==> config.mk <==
export PLATFORM = sky130hd
export DESIGN_NAME = acc_top
export DESIGN_NICKNAME = d
export VERILOG_FILES = /design/src/acc_pkg.sv /design/src/acc_sar.sv /design/src/acc_top.sv
export SDC_FILE = /design/constraint.sdc
export NUM_CORES = 1
export LEC_CHECK = 0
export BUFFER_PORTS_ARGS = -buffer_cell sky130_fd_sc_hd__buf_4
export CAP_MARGIN = 20
export CORE_MARGIN = 5
export CORE_UTILIZATION = 64
export DETAILED_ROUTE_END_ITERATION = 7
export PLACE_DENSITY = 0.85
export SETUP_SLACK_MARGIN = 0.3
export SLEW_MARGIN = 0
export SYNTH_ARGS = -nofsm -noshare
export SYNTH_HDL_FRONTEND = slang
export SYNTH_SLANG_ARGS = --single-unit
==> constraint.sdc <==
create_clock -name clk_sys -period 3.6 [get_ports clk_sys]
set_input_delay 0.54 -clock clk_sys [delete_from_list [all_inputs] [get_ports clk_sys]]
set_output_delay 0.54 -clock clk_sys [all_outputs]
set_load 0.01 [all_outputs]
==> src/acc_pkg.sv <==
// Constants, carrier structs and state types for the converter control block
package acc_pkg;

  // ----------------------------------------------------------------
  // Timing
  // ----------------------------------------------------------------
  localparam int CLK_PERIOD_NS = 20;
  // Product of the external R and C on the oscillator pins
  localparam int OSC_RC_NS = 1500;
  localparam int OSC_PERIOD_NS = (OSC_RC_NS * 11) / 10;
  localparam int OSC_CYCLES = (OSC_PERIOD_NS / CLK_PERIOD_NS < 1) ? 1 : OSC_PERIOD_NS / CLK_PERIOD_NS;
  localparam logic [6:0] OSC_LAST = 7'(OSC_CYCLES - 1);
  localparam logic [3:0] TICKS_PER_BIT_LAST = 4'h7;

  // ----------------------------------------------------------------
  // Code layout
  // ----------------------------------------------------------------
  localparam int CODE_W = 8;
  localparam int CODE_STEPS = 256;
  localparam logic [2:0] MSB_INDEX = 3'h7;
  localparam logic [7:0] MSB_TRIAL = 8'h80;
  localparam logic [7:0] CODE_RESET = 8'h00;
  localparam logic [9:0] HALF_STEP_BIAS = 10'h001;

  // ----------------------------------------------------------------
  // Carriers
  // ----------------------------------------------------------------
  typedef struct packed {
    logic cs_n;
    logic wr_n;
    logic rd_n;
    logic clk_in;
  } acc_pins_t;

  typedef struct packed {
    logic [CODE_W-1:0] data;
    logic data_oe;
  } acc_bus_t;

  typedef enum logic [1:0] {SEQ_IDLE, SEQ_HOLD, SEQ_CONV} acc_seq_t;

  typedef struct packed {
    acc_pins_t meta;
    acc_pins_t sync;
    logic clk_prev;
    acc_seq_t seq;
    logic [6:0] osc_cnt;
    logic [CODE_W-1:0] latch;
    logic done_n;
    acc_bus_t bus;
  } acc_ctl_state_t;

  typedef struct packed {
    logic busy;
    logic done;
    logic [2:0] bit_idx;
    logic [3:0] ticks;
    logic [CODE_W-1:0] trial;
    logic [8:0] held;
  } acc_sar_state_t;

  // ----------------------------------------------------------------
  // Reset values
  // ----------------------------------------------------------------
  localparam acc_pins_t PINS_IDLE = '{cs_n: 1'b1, wr_n: 1'b1, rd_n: 1'b1, clk_in: 1'b0};
  localparam acc_ctl_state_t CTL_RESET = '{meta: PINS_IDLE, sync: PINS_IDLE, clk_prev: 1'b0, seq: SEQ_IDLE,
    osc_cnt: 7'h00, latch: CODE_RESET, done_n: 1'b1, bus: '{data: CODE_RESET, data_oe: 1'b0}};
  localparam acc_sar_state_t SAR_RESET = '{busy: 1'b0, done: 1'b0, bit_idx: 3'h0, ticks: 4'h0,
    trial: CODE_RESET, held: 9'h000};

endpackage

==> src/acc_sar.sv <==
// Successive approximation sequencer for the converter control block
`timescale 1ns/1ns
`default_nettype none
module acc_sar (
  input wire logic clk_sys,
  input wire logic sys_rst,
  input wire logic ce,
  input wire logic tick,
  input wire logic abort,
  input wire logic go,
  input wire logic [8:0] vin_half,
  output logic busy,
  output logic done,
  output logic [acc_pkg::CODE_W-1:0] code
);
  import acc_pkg::*;

  acc_sar_state_t s;
  acc_sar_state_t next_s;
  logic keep;

  always_comb begin
    next_s = s;
    next_s.done = 1'b0;
    // Threshold sits half a step below each code
    keep = ({1'b0, s.held} + HALF_STEP_BIAS) >= {1'b0, s.trial, 1'b0};
    if (abort) begin
      next_s.busy = 1'b0;
      next_s.ticks = 4'h0;
    end else if (go) begin
      next_s.busy = 1'b1;
      next_s.bit_idx = MSB_INDEX;
      next_s.ticks = 4'h0;
      next_s.trial = MSB_TRIAL;
      next_s.held = vin_half;
    end else if (s.busy && tick) begin
      if (s.ticks != TICKS_PER_BIT_LAST) begin
        next_s.ticks = s.ticks + 4'h1;
      end else begin
        next_s.ticks = 4'h0;
        if (!keep) begin
          next_s.trial = s.trial & ~(8'h01 << s.bit_idx);
        end
        if (s.bit_idx == 3'h0) begin
          next_s.busy = 1'b0;
          next_s.done = 1'b1;
        end else begin
          next_s.bit_idx = s.bit_idx - 3'h1;
          next_s.trial = next_s.trial | (8'h01 << (s.bit_idx - 3'h1));
        end
      end
    end
  end

  always_ff @(posedge clk_sys) begin
    if (sys_rst) begin
      s <= SAR_RESET;
    end else if (ce) begin
      s <= next_s;
    end
  end

  assign busy = s.busy;
  assign done = s.done;
  assign code = s.trial;

endmodule
`default_nettype wire

==> src/acc_top.sv <==
// Host-side control of the successive approximation converter
`timescale 1ns/1ns
`default_nettype none
module acc_top (
  input wire logic clk_sys,
  input wire logic sys_rst,
  input wire logic ce,
  input wire acc_pkg::acc_pins_t pins,
  input wire logic clk_src_ext,
  input wire logic [8:0] vin_half,
  output logic conversion_done_n,
  output acc_pkg::acc_bus_t bus
);
  import acc_pkg::*;

  acc_ctl_state_t s;
  acc_ctl_state_t next_s;
  logic start_low;
  logic rd_low;
  logic tick;
  logic go;
  logic sar_busy;
  logic sar_done;
  logic [CODE_W-1:0] sar_code;

  // ----------------------------------------------------------------
  // Sequencer core
  // ----------------------------------------------------------------
  acc_sar u_sar (
    .clk_sys(clk_sys),
    .sys_rst(sys_rst),
    .ce(ce),
    .tick(tick),
    .abort(start_low),
    .go(go),
    .vin_half(vin_half),
    .busy(sar_busy),
    .done(sar_done),
    .code(sar_code)
  );

  // ----------------------------------------------------------------
  // Control logic
  // ----------------------------------------------------------------
  always_comb begin
    next_s = s;
    // Pins are asynchronous; only the second stage is looked at
    next_s.meta = pins;
    next_s.sync = s.meta;
    start_low = !s.sync.cs_n && !s.sync.wr_n;
    rd_low = !s.sync.cs_n && !s.sync.rd_n;

    // Clock from pin edge or internal oscillator
    next_s.clk_prev = s.sync.clk_in;
    next_s.osc_cnt = (s.osc_cnt == OSC_LAST) ? 7'h00 : s.osc_cnt + 7'h01;
    tick = clk_src_ext ? (s.sync.clk_in && !s.clk_prev) : (s.osc_cnt == OSC_LAST);

    // Start taken on release of either strobe
    go = (s.seq == SEQ_HOLD) && !start_low;
    unique case (s.seq)
      SEQ_IDLE: begin
        if (start_low) begin
          next_s.seq = SEQ_HOLD;
        end
      end
      SEQ_HOLD: begin
        if (!start_low) begin
          next_s.seq = SEQ_CONV;
        end
      end
      SEQ_CONV: begin
        if (start_low) begin
          next_s.seq = SEQ_HOLD;
        end else if (sar_done || !sar_busy) begin
          next_s.seq = SEQ_IDLE;
        end
      end
    endcase

    // Completion loads latch, done goes low
    if (sar_done && !start_low) begin
      next_s.latch = sar_code;
      next_s.done_n = 1'b0;
    end else if (start_low || rd_low) begin
      // Done held high through a restart
      // Write tied to done releases itself here
      next_s.done_n = 1'b1;
    end

    // Drive data only during a read
    next_s.bus.data_oe = rd_low;
    next_s.bus.data = rd_low ? s.latch : CODE_RESET;
  end

  always_ff @(posedge clk_sys) begin
    if (sys_rst) begin
      s <= CTL_RESET;
    end else if (ce) begin
      s <= next_s;
    end
  end

  assign conversion_done_n = s.done_n;
  assign bus = s.bus;

endmodule
`default_nettype wire

== Word-level counts from Yosys, hierarchy flattened ==
Index checks and enable logic that the tools add are counted.
Widths: inputs -> output; s select.

* Shifts and indexed selects: 2
* $add $sub $neg: 4
* Reductions and logical operators: 28
* Muxes and demuxes: 28
* Order comparisons: 1
* Equal/unequal tests: 10
* Bitwise operators: 4

{| class="wikitable"
|+ Operator list
! kind !! number
|-
| $mux 8 || 8
|-
| $mux 17 || 1
|-
| $shl 1x3->8 const A || 2
|-
| $mux 15 || 1
|-
| $mux 4 || 3
|-
| $reduce_and 4->1 || 3
|-
| $add 9x1->10 const B || 1
|-
| $ge 10x9->1 || 1
|-
| $mux 2 || 5
|-
| $and 8x8->8 || 1
|-
| $ne 2x2->1 const B || 4
|-
| $not 8->8 || 1
|-
| $or 8x8->8 || 1
|-
| $add 7x1->7 const B || 1
|-
| $eq 7x7->1 const B || 1
|-
| $mux 7 || 1
|-
| $logic_and 1x1->1 || 6
|-
| $logic_not 1->1 || 6
|-
| $mux 1 || 6
|-
| $ne 3x3->1 const B || 2
|-
| $pmux 2 s3 || 1
|-
| $reduce_and 2->1 || 3
|-
| $reduce_bool 3->1 || 2
|-
| $mux 5 || 1
|-
| other kinds (13) || 15
|}

* Register bits after elaboration: 62
* Output and inout port bits: 10

== Longest topological paths before layout ==
Gate-level depths: netlist of run 1.

* Depth after elaboration: 14
* Mapped depth: 10
* Mapped depth without buffers: 10

== Cells and area by module ==
Synthesis of run 1 repeated with hierarchy kept, for this count alone.

* Cell total of the unflattened synthesis: 369
* Area, all modules: 3,200.6 sq um

{| class="wikitable"
|+ Modules (own cells, without submodules)
! module !! cells an instance !! area each (sq um) !! times used
|-
| acc_sar || 207 || 1,674.1 || 1
|-
| acc_top || 162 || 1,526.5 || 1
|}

== Least setup slack after synthesis of run 1 ==
OpenSTA, ideal clock, no wires.

* Kind: reg2reg
* Start: reg u_sar.s[0] (netlist name)
* End: reg u_sar.s (netlist bit u_sar.code[3])
* Slack: 1.226 ns
* Library setup time: 0.122 ns
* Stages on the path, launching flop included: 10
* Required time: 3.478 ns
* Data arrival time: 2.252 ns
* Path through: dfxtp_1 ha_1 nand3_1 xnor2_1 ha_1 a21oi_1 a21boi_0 o31ai_1 a41oi_1 a311o_1

* Cells in the longest elaborated chain, start to end: 12

{| class="wikitable"
|+ RTL lines
! element !! line !! RTL
|-
| from (decl) || acc_sar.sv:18 || <nowiki>acc_sar_state_t s;</nowiki>
|-
| from (signal assigned) || acc_sar.sv:59 || <nowiki>s <= next_s;</nowiki>
|-
| $add 9x1->10 * || acc_sar.sv:26 || <nowiki>keep = ({1'b0, s.held} + HALF_STEP_BIAS) >= {1'b0, s.trial, 1'b0};</nowiki>
|-
| $ge 10x9->1 * || acc_sar.sv:26 ||
|-
| $mux 8 * || acc_sar.sv:41 || <nowiki>if (!keep) begin</nowiki>
|-
| $mux 8 * || acc_sar.sv:37 || <nowiki>if (s.ticks != TICKS_PER_BIT_LAST) begin</nowiki>
|-
| $mux 8 * || acc_sar.sv:36 || <nowiki>end else if (s.busy && tick) begin</nowiki>
|-
| $mux 8 * || acc_sar.sv:30 || <nowiki>end else if (go) begin</nowiki>
|-
| $mux 8 * || acc_sar.sv:27 || <nowiki>if (abort) begin</nowiki>
|-
| $or 8x8->8 || acc_sar.sv:49 || <nowiki>next_s.trial = next_s.trial | (8'h01 << (s.bit_idx - 3'h1));</nowiki>
|-
| $mux 8 * || acc_sar.sv:44 || <nowiki>if (s.bit_idx == 3'h0) begin</nowiki>
|-
| $mux 8 * || acc_sar.sv:37 ||
|-
| $mux 17 * || acc_sar.sv:36 ||
|-
| $mux 15 * || acc_sar.sv:30 ||
|}

Every way passes the cells marked *; elsewhere a longest branch is shown, timed or not. The select of a mux whose other input is x is not followed.
A chain may end at the register's enable or synchronous reset.

== Worst setup path in the final report of run 1 ==
Ends and elaborated chain as after synthesis.

==> results of run 1 <==
## metal layers
layer  wire length, µm  part of all wire  vias to the layer above
li1                  -                 -                     1320
met1              3010              0.47                     1228
met2              2870              0.44                       98
met3               432             0.067                       13
met4               144             0.022                        0
met5                 0                 0                        -
## through the flow
step,cell area [µm²],hold WS (ns),cells
final,3430,0.404,454
after global placement,3260,0.444,438
after floorplan,3100,0.436,368
after detailed placement,3260,0.450,438
after global routing,3430,0.408,454
after CTS,3430,0.401,454
## worst max-delay path: stages, from the launching register on
cell	delay [ns]
dfxtp_1	0.39
ha_1	0.23
nand3_1	0.11
xnor2_1	0.14
ha_1	0.31
a21oi_1	0.17
a21boi_0	0.11
o31ai_1	0.56
a41oi_1	0.20
a311o_1	0.36
## synthesized netlist by cell type, types with 2 or more instances
cell type / n / area share
a211oi_1: 5 / 0.012
a21oi_1: 33 / 0.053
a22oi_1: 10 / 0.024
a311o_1: 2 / 0.0065
a311oi_1: 2 / 0.0056
a31oi_1: 2 / 0.0040
and2_1: 4 / 0.0081
and3_1: 4 / 0.0081
buf_1: 2 / 0.0024
buf_4: 10 / 0.024
clkbuf_1: 12 / 0.015
dfxtp_1: 62 / 0.40
ha_1: 19 / 0.077
inv_1: 17 / 0.021
mux2i_1: 9 / 0.029
nand2_1: 54 / 0.065
nand2b_1: 2 / 0.0040
nand3_1: 17 / 0.027
nand3b_1: 2 / 0.0048
nand4_1: 8 / 0.016
nor2_1: 30 / 0.036
nor2b_1: 2 / 0.0040
nor3_1: 8 / 0.013
o21a_1: 2 / 0.0048
o21ai_0: 11 / 0.018
o31a_1: 3 / 0.0085
o31ai_1: 2 / 0.0048
or3_1: 2 / 0.0040
xnor2_1: 5 / 0.014
xor2_1: 6 / 0.017
## cells in the final DEF, fill, tap and decap left out, types with 2 or more instances in the layout
master	instances
dfxtp_1	62
nand2_1	54
a21oi_1	33
nor2_1	30
buf_4	28
ha_1	19
inv_1	17
nand3_1	17
o21ai_0	11
a22oi_1	10
clkbuf_8	10
mux2i_1	9
nand4_1	8
nor3_1	8
xor2_1	6
xnor2_1	5
a211oi_1	5
and3_1	4
and2_1	4
o31a_1	3
clkinv_2	3
nand2b_1	2
nor2b_1	2
o31ai_1	2
a31oi_1	2
a311o_1	2
nand3b_1	2
or3_1	2
a311oi_1	2
o21a_1	2
clkbuf_1	2
## power groups by stage
stage | Sequential (mW) | Clock (mW) | Combinational (mW)
after global placement | 0.718 | 0 | 0.0680
after global routing | 0.704 | 0.579 | 0.0798
after floorplan | 0.716 | 0 | 0.0470
after CTS | 0.703 | 0.539 | 0.0708
after detailed placement | 0.719 | 0 | 0.0703
final | 0.704 | 0.537 | 0.0712
## flip-flops by register name, summed over array words and instances (netlist names)
name,count
next_s,5
u_sar.code,8
u_sar.done,1
conversion_done_n,1
u_sar.s,16
bus,9
s,21
u_sar.busy,1
## worst max path at each step
stage	startpoint	to	slack (ns)
floorplan	u_sar.s[0]	u_sar.code[3]	1.23
global placement	u_sar.s[0]	u_sar.code[7]	1.06
detailed placement	u_sar.s[0]	u_sar.code[7]	0.94
CTS	u_sar.s[0]	u_sar.code[7]	0.93
global route	u_sar.s[0]	u_sar.code[7]	0.67
finish	u_sar.s[0]	u_sar.code[3]	0.91
## logic make-up after synthesis
logic type,after synthesis
multiplexers,9
AO/OA/AOI/OAI,82
flip-flops,62
adder cells (fa/ha/maj),19
AND/OR/NAND/NOR,142
buffers and inverters,43
XOR/XNOR,11
## cell type report
cell class | count | share of cell area
clock buffers | 12 | 0.0423
clock inverters | 4 | 0.00656
inverters | 18 | 0.0197
multi-input cells | 263 | 0.484
flip-flops and latches | 62 | 0.362
well taps | 67 | 0.0244
repair buffers | 28 | 0.0612
==> impl_metrics.yaml, run 1 <==
outcome:
  outcome: "finished, final reports clean"
cells_and_area:
  layout-drive-gt1-share: 0.119
  n_fill_cell: 376
  nets: 418
  post-route-util: 0.727
  multiInputGateArea_um2: 1660
  regArea_um2: 1240
  syn_to_final_growth_pct: 10.6
  antenna_cells: 0
timing:
  finalSetupTns_ns: 0
  fin_crit_sh: 0.746
  min_period_ns: 2.69
  hold_viol: 0
  worstMarginPinSlew_ns: 0.874
  finalMaxSlewViolations: 0
  fmax_ghz: 0.372
  rsz0062_at_grt: "false"
  clock-skew-final_ns: 0.00875
  timing.final.ws_setup_ns: 0.914
  setup_viol: 0
  max_slew_margin: 0.415
die:
  coreArea_um2: 4720
  num_io_pins: 27
  row_count: 25
  start_util: 0.657
  die_height_um: 79.6
  die_w_um: 79.6
  dieArea_um2: 6340
routing:
  wl_um: 6450
  post-route-drc-count: 0
  detail-route-antenna-nets: 0
  wire_per_inst_um: 14.2
  vias: 2659
  drt_pass1_iterations: 5
  viasPerCell: 5.86
  drt_iter0_drc: 255
placed_design:
  gp_congestion: 0.969
  numPortBuffers: 26
  dpl.hpwl_um: 4430
  pre_cts_ws_ns: 0.940
yosys:
  synth_cell_types: 51
  yosys_warnings: 0
  synth-xor-area-share: 0.0310
  seq_area_frac_synth: 0.400
  synth-seq-cells: 62
  syn_area_per_cell_um2: 8.43
  syn-instance-count: 368
  synth_flop_cell: "dfxtp_1"
  synth_compound_area_frac: 0.176
  synth_top_family_by_area: "simple AND/OR/NAND/NOR gates"
  syn-num-nets: 404
  synth_edf_count: 0
  synth_area_um2: 3100
  synthSimpleGateAreaFrac: 0.223
  async_flop_share: 0
  synthMuxAreaShare: 0.0290
  yosys.area_share.adder: 0.0766
worst_setup_path:
  cp-end-kind: "register"
  cp.required_ns: 3.84
  reg2reg_slack_ns: 0.91
  critPathKind: "reg -> reg"
  rr_startpoint: "u_sar.s[0]"
  regToRegEndpoint: "u_sar.code[3]"
  worst-endpoint-arrival_ns: 2.92
  start_kind: "register"
  cp_max_fo: 5
  reg2regPathDepth: 9
cts:
  numCtsBuffers: 9
  cts_resized: 0
  clockBufferDepth: 2
  clockRootBuffer: "clkbuf_8"
  cts_setup_buffers: 0
  hold_buffers: 0
  path_clk_slew_ns: 0.07
  cts_sinks: 62
  cts_tree: "yes"
  htreeDepth: 3
  clock_latency_ns: 0.35
pwr:
  ir_drop_mv: 0.250
  swShare: 0.246
  p_comb_frac: 0.054
  power_frac_clock: 0.409
  finalPower_mw: 1.31
  leakage_nw: 1.30
  powerDensity_nw_per_um2: 382
  p_int_uw: 989
  net-switching-power_uw: 323
  seqPwrFrac: 0.537
global_routing:
  grt_pass1_wl_um: 11200
  use_met3: 0.0508
  track_usage: 0.227
  antenna_found_initial: 0
  grt.busiest_layer: "met2"
  overflow: 0
  grt_max_degree: 45
  met2_usage: 0.352
  gr-usage-met1: 0.289
  grt_pass1_vias: 2465
min_path:
  holdPathStages: 3
  holdPathEnd: "next_s[29]"
  min_path_type: "in -> reg"
  hold_start: "pins[1]"
run:
  max_cap_violations: 0
(Power assumes the default switching activity.)
==> inputs of run 2 (changes only) <==
--- a/config.mk
+++ b/config.mk
@@ -5,12 +5,13 @@
 export SDC_FILE = /design/constraint.sdc
 export NUM_CORES = 1
 export LEC_CHECK = 0
+export ABC_AREA = 1
 export BUFFER_PORTS_ARGS = -buffer_cell sky130_fd_sc_hd__buf_4
 export CAP_MARGIN = 20
 export CORE_MARGIN = 5
-export CORE_UTILIZATION = 64
+export CORE_UTILIZATION = 60
 export DETAILED_ROUTE_END_ITERATION = 7
-export PLACE_DENSITY = 0.85
+export PLACE_DENSITY = 0.8
 export SETUP_SLACK_MARGIN = 0.3
 export SLEW_MARGIN = 0
 export SYNTH_ARGS = -nofsm -noshare
==> constraint.sdc (replaced) <==
create_clock -name clk_sys -period 2.8 [get_ports clk_sys]
set_input_delay 0.42 -clock clk_sys [delete_from_list [all_inputs] [get_ports clk_sys]]
set_output_delay 0.42 -clock clk_sys [all_outputs]
set_load 0.01 [all_outputs]
==> run 2 against run 1 <==
  * Synthesized area increased by 7.0%
  * Global-route usage down 2.7 points
  * Critical path type unchanged
  * Largest cell class unchanged
  * Routed wire length up 5.1%
  * Critical endpoint is now u_sar.code[4]
  * Synthesized cell count is 26% higher
==> impl_metrics.yaml, run 2 <==
timing:
  rsz0062_at_grt: "false"
  finalMaxSlewViolations: 0
  worstMarginPinSlew_ns: 0.546
  clock-skew-final_ns: 0.0124
  setup_viol: 0
  hold_viol: 0
  fin_crit_sh: 0.774
  max_slew_margin: 0.635
  fmax_ghz: 0.462
  min_period_ns: 2.17
  finalSetupTns_ns: 0
die:
  dieArea_um2: 7120
  start_util: 0.610
  die_height_um: 84.4
  coreArea_um2: 5440
  row_count: 27
  die_w_um: 84.4
  num_io_pins: 27
cells_and_area:
  layout.cells.non_filler: 554
  final_cell_mix: "nand2_1 (115), dfxtp_1 (62), nor2_1 (47)"
  antenna_cells: 0
  largest-register: "s"
  multiInputGateArea_um2: 1720
  regArea_um2: 1240
  syn_to_final_growth_pct: 11.8
  largest_reg_flops: 21
  layout-drive-gt1-share: 0.154
  stdcell_area_um2: 3710
  final_common_cell: "nand2_1"
  nets: 513
  n_fill_cell: 463
global_routing:
  track_usage: 0.199
  grt_pass1_wl_um: 11600
  overflow: 0
  antenna_found_initial: 0
  grt_max_degree: 33
  grt_pass1_vias: 2735
placed_design:
  numPortBuffers: 26
  placed_area_um2: 3450
  place_inst: 538
  gp_congestion: 0.928
  dpl.hpwl_um: 4970
worst_setup_path:
  timing.critical_path.cells: "ha_1 > nand2_1 > nor2_1 > nand2_1 > xor2_1 > inv_1 > ha_1 > and3_1 > nand2_2 > nand3_1 > nand2_1 > nand2_1 > nand2_1 > a21oi_1"
  cp_slowest_stage_delay_ns: 0.37
  cp_max_fo: 8
  worst-endpoint-arrival_ns: 2.38
  crit_family: "simple AND/OR/NAND/NOR gates"
  cp-end-kind: "register"
  crit_top_cell: "nand2_1"
  critical_path.slowest_cell: "dfxtp_1"
  critPathKind: "reg -> reg"
  critPathBufInv: 1
  start_kind: "register"
  cp.required_ns: 3.01
yosys:
  synth_area_um2: 3320
  yosys_warnings: 0
  yosys.area.top_type_share: 0.374
  synth-seq-cells: 62
  synth_largest_area_cell: "dfxtp_1"
  synth_cell_types: 39
  synth.most_common_cell: "nand2_1"
  syn-num-nets: 499
  netlist_top_cells_count: "nand2_1 (116), dfxtp_1 (62), nor2_1 (47), inv_1 (44)"
  syn-instance-count: 463
  async_flop_share: 0
  syn_area_per_cell_um2: 7.17
  synth_flop_cell: "dfxtp_1"
  synth_edf_count: 0
  seq_area_frac_synth: 0.374
  yosys-top-cells-area: "dfxtp_1 (37%), nand2_1 (13%), ha_1 (7.2%), a21oi_1 (5.9%), nand3_1 (5.9%)"
routing:
  vias: 2937
  post-route-drc-count: 0
  drt_pass1_iterations: 6
  drt_iter0_drc: 165
  wire_per_inst_um: 12.2
  detail-route-antenna-nets: 0
  wl_um: 6780
  viasPerCell: 5.30
cts:
  clock_latency_ns: 0.35
  htreeDepth: 3
  cts_tree: "yes"
  clockRootBuffer: "clkbuf_8"
  path_clk_slew_ns: 0.08
  cts_sinks: 62
  numCtsBuffers: 9
  clockBufferDepth: 2
  cts_setup_buffers: 0
min_path:
  min_path_type: "in -> reg"
outcome:
  outcome: "finished, final reports clean"
pwr:
  leakage_nw: 1.65
  ir_drop_mv: 0.632
  powerDensity_nw_per_um2: 553
  finalPower_mw: 2.05
run:
  max_cap_violations: 0
[run 2: cell types whose count changed after synthesis, moves of 6 or more]
cell,before,now
o21ai_0,11,17
nand2_2,0,7
nor2_1,30,47
clkbuf_1,12,6
nand2_1,54,116
mux2i_1,9,0
inv_1,17,44
a22oi_1,10,0
a21oi_1,33,39
nand3_1,17,39
[run 2: final timing paths]
kind	startpoint	to	slack, ns	cells past startpoint
max	u_sar.s[0]	u_sar.code[4]	0.63	14
min	pins[2]	next_s[30]	0.29	3
max reg2reg	u_sar.s[0]	u_sar.code[4]	0.63	14
min reg2reg	s[27]	s[27]	0.46	2
[run 2: cell type report]
cell class / instances / share of cell area
Multi-Input combinational cell: 326 / 0.464
Sequential cell: 62 / 0.335
Timing Repair Buffer: 27 / 0.0546
Inverter: 51 / 0.0546
Clock buffer: 10 / 0.0371
Clock inverter: 6 / 0.0310
Tap cell: 72 / 0.0243
[run 2: repair_timing]
item	in CTS	in global routing
hold endpoints to repair	0	0
gates resized for setup	0	1
setup endpoints to repair	0	4
hold buffers	0	0
[run 2: logic make-up (layout without fill, tap and decap cells)]
logic type / after synthesis / after routing / share of synthesized area
and+or+nand+nor: 237 / 237 / 0.326
buffers and inverters: 75 / 94 / 0.109
AOI/OAI and AO/OA: 63 / 63 / 0.102
DFF: 62 / 62 / 0.374
adders and majority gates: 19 / 19 / 0.0716
xor gates and xnor gates: 7 / 7 / 0.0185
[run 2: report_power, final]
| part | switching (mW) | internal (mW) | total (mW) |
|---|---|---|---|
| Clock | 0.361 | 0.621 | 0.983 |
| Sequential | 0.0146 | 0.901 | 0.915 |
| Combinational | 0.0982 | 0.0562 | 0.154 |
| Total | 0.474 | 1.58 | 2.05 |
[run 2: routing by layer]
metal  up-vias  global-route usage  wire [µm]
met2        72               0.334       3280
li1       1494                   -          -
met1      1354               0.244       3050
met3        17              0.0491        323
met4         0              0.0849        138
met5         -                   0          0
[run 2: worst min-delay path, stage by stage]
cell and delay [ns]:
buf_4 0.07, nand2_1 0.04, nand3_1 0.06
[run 2: stage by stage]
stage / hold slack, ns / utilization / setup slack, ns
5_1_grt: 0.284 / 0.682 / 0.334
6_report: 0.287 / 0.682 / 0.634
2_1_floorplan: 0.429 / - / 0.879
3_3_place_gp: 0.440 / 0.635 / 0.719
4_1_cts: 0.280 / 0.682 / 0.587
3_5_place_dp: 0.448 / 0.635 / 0.613
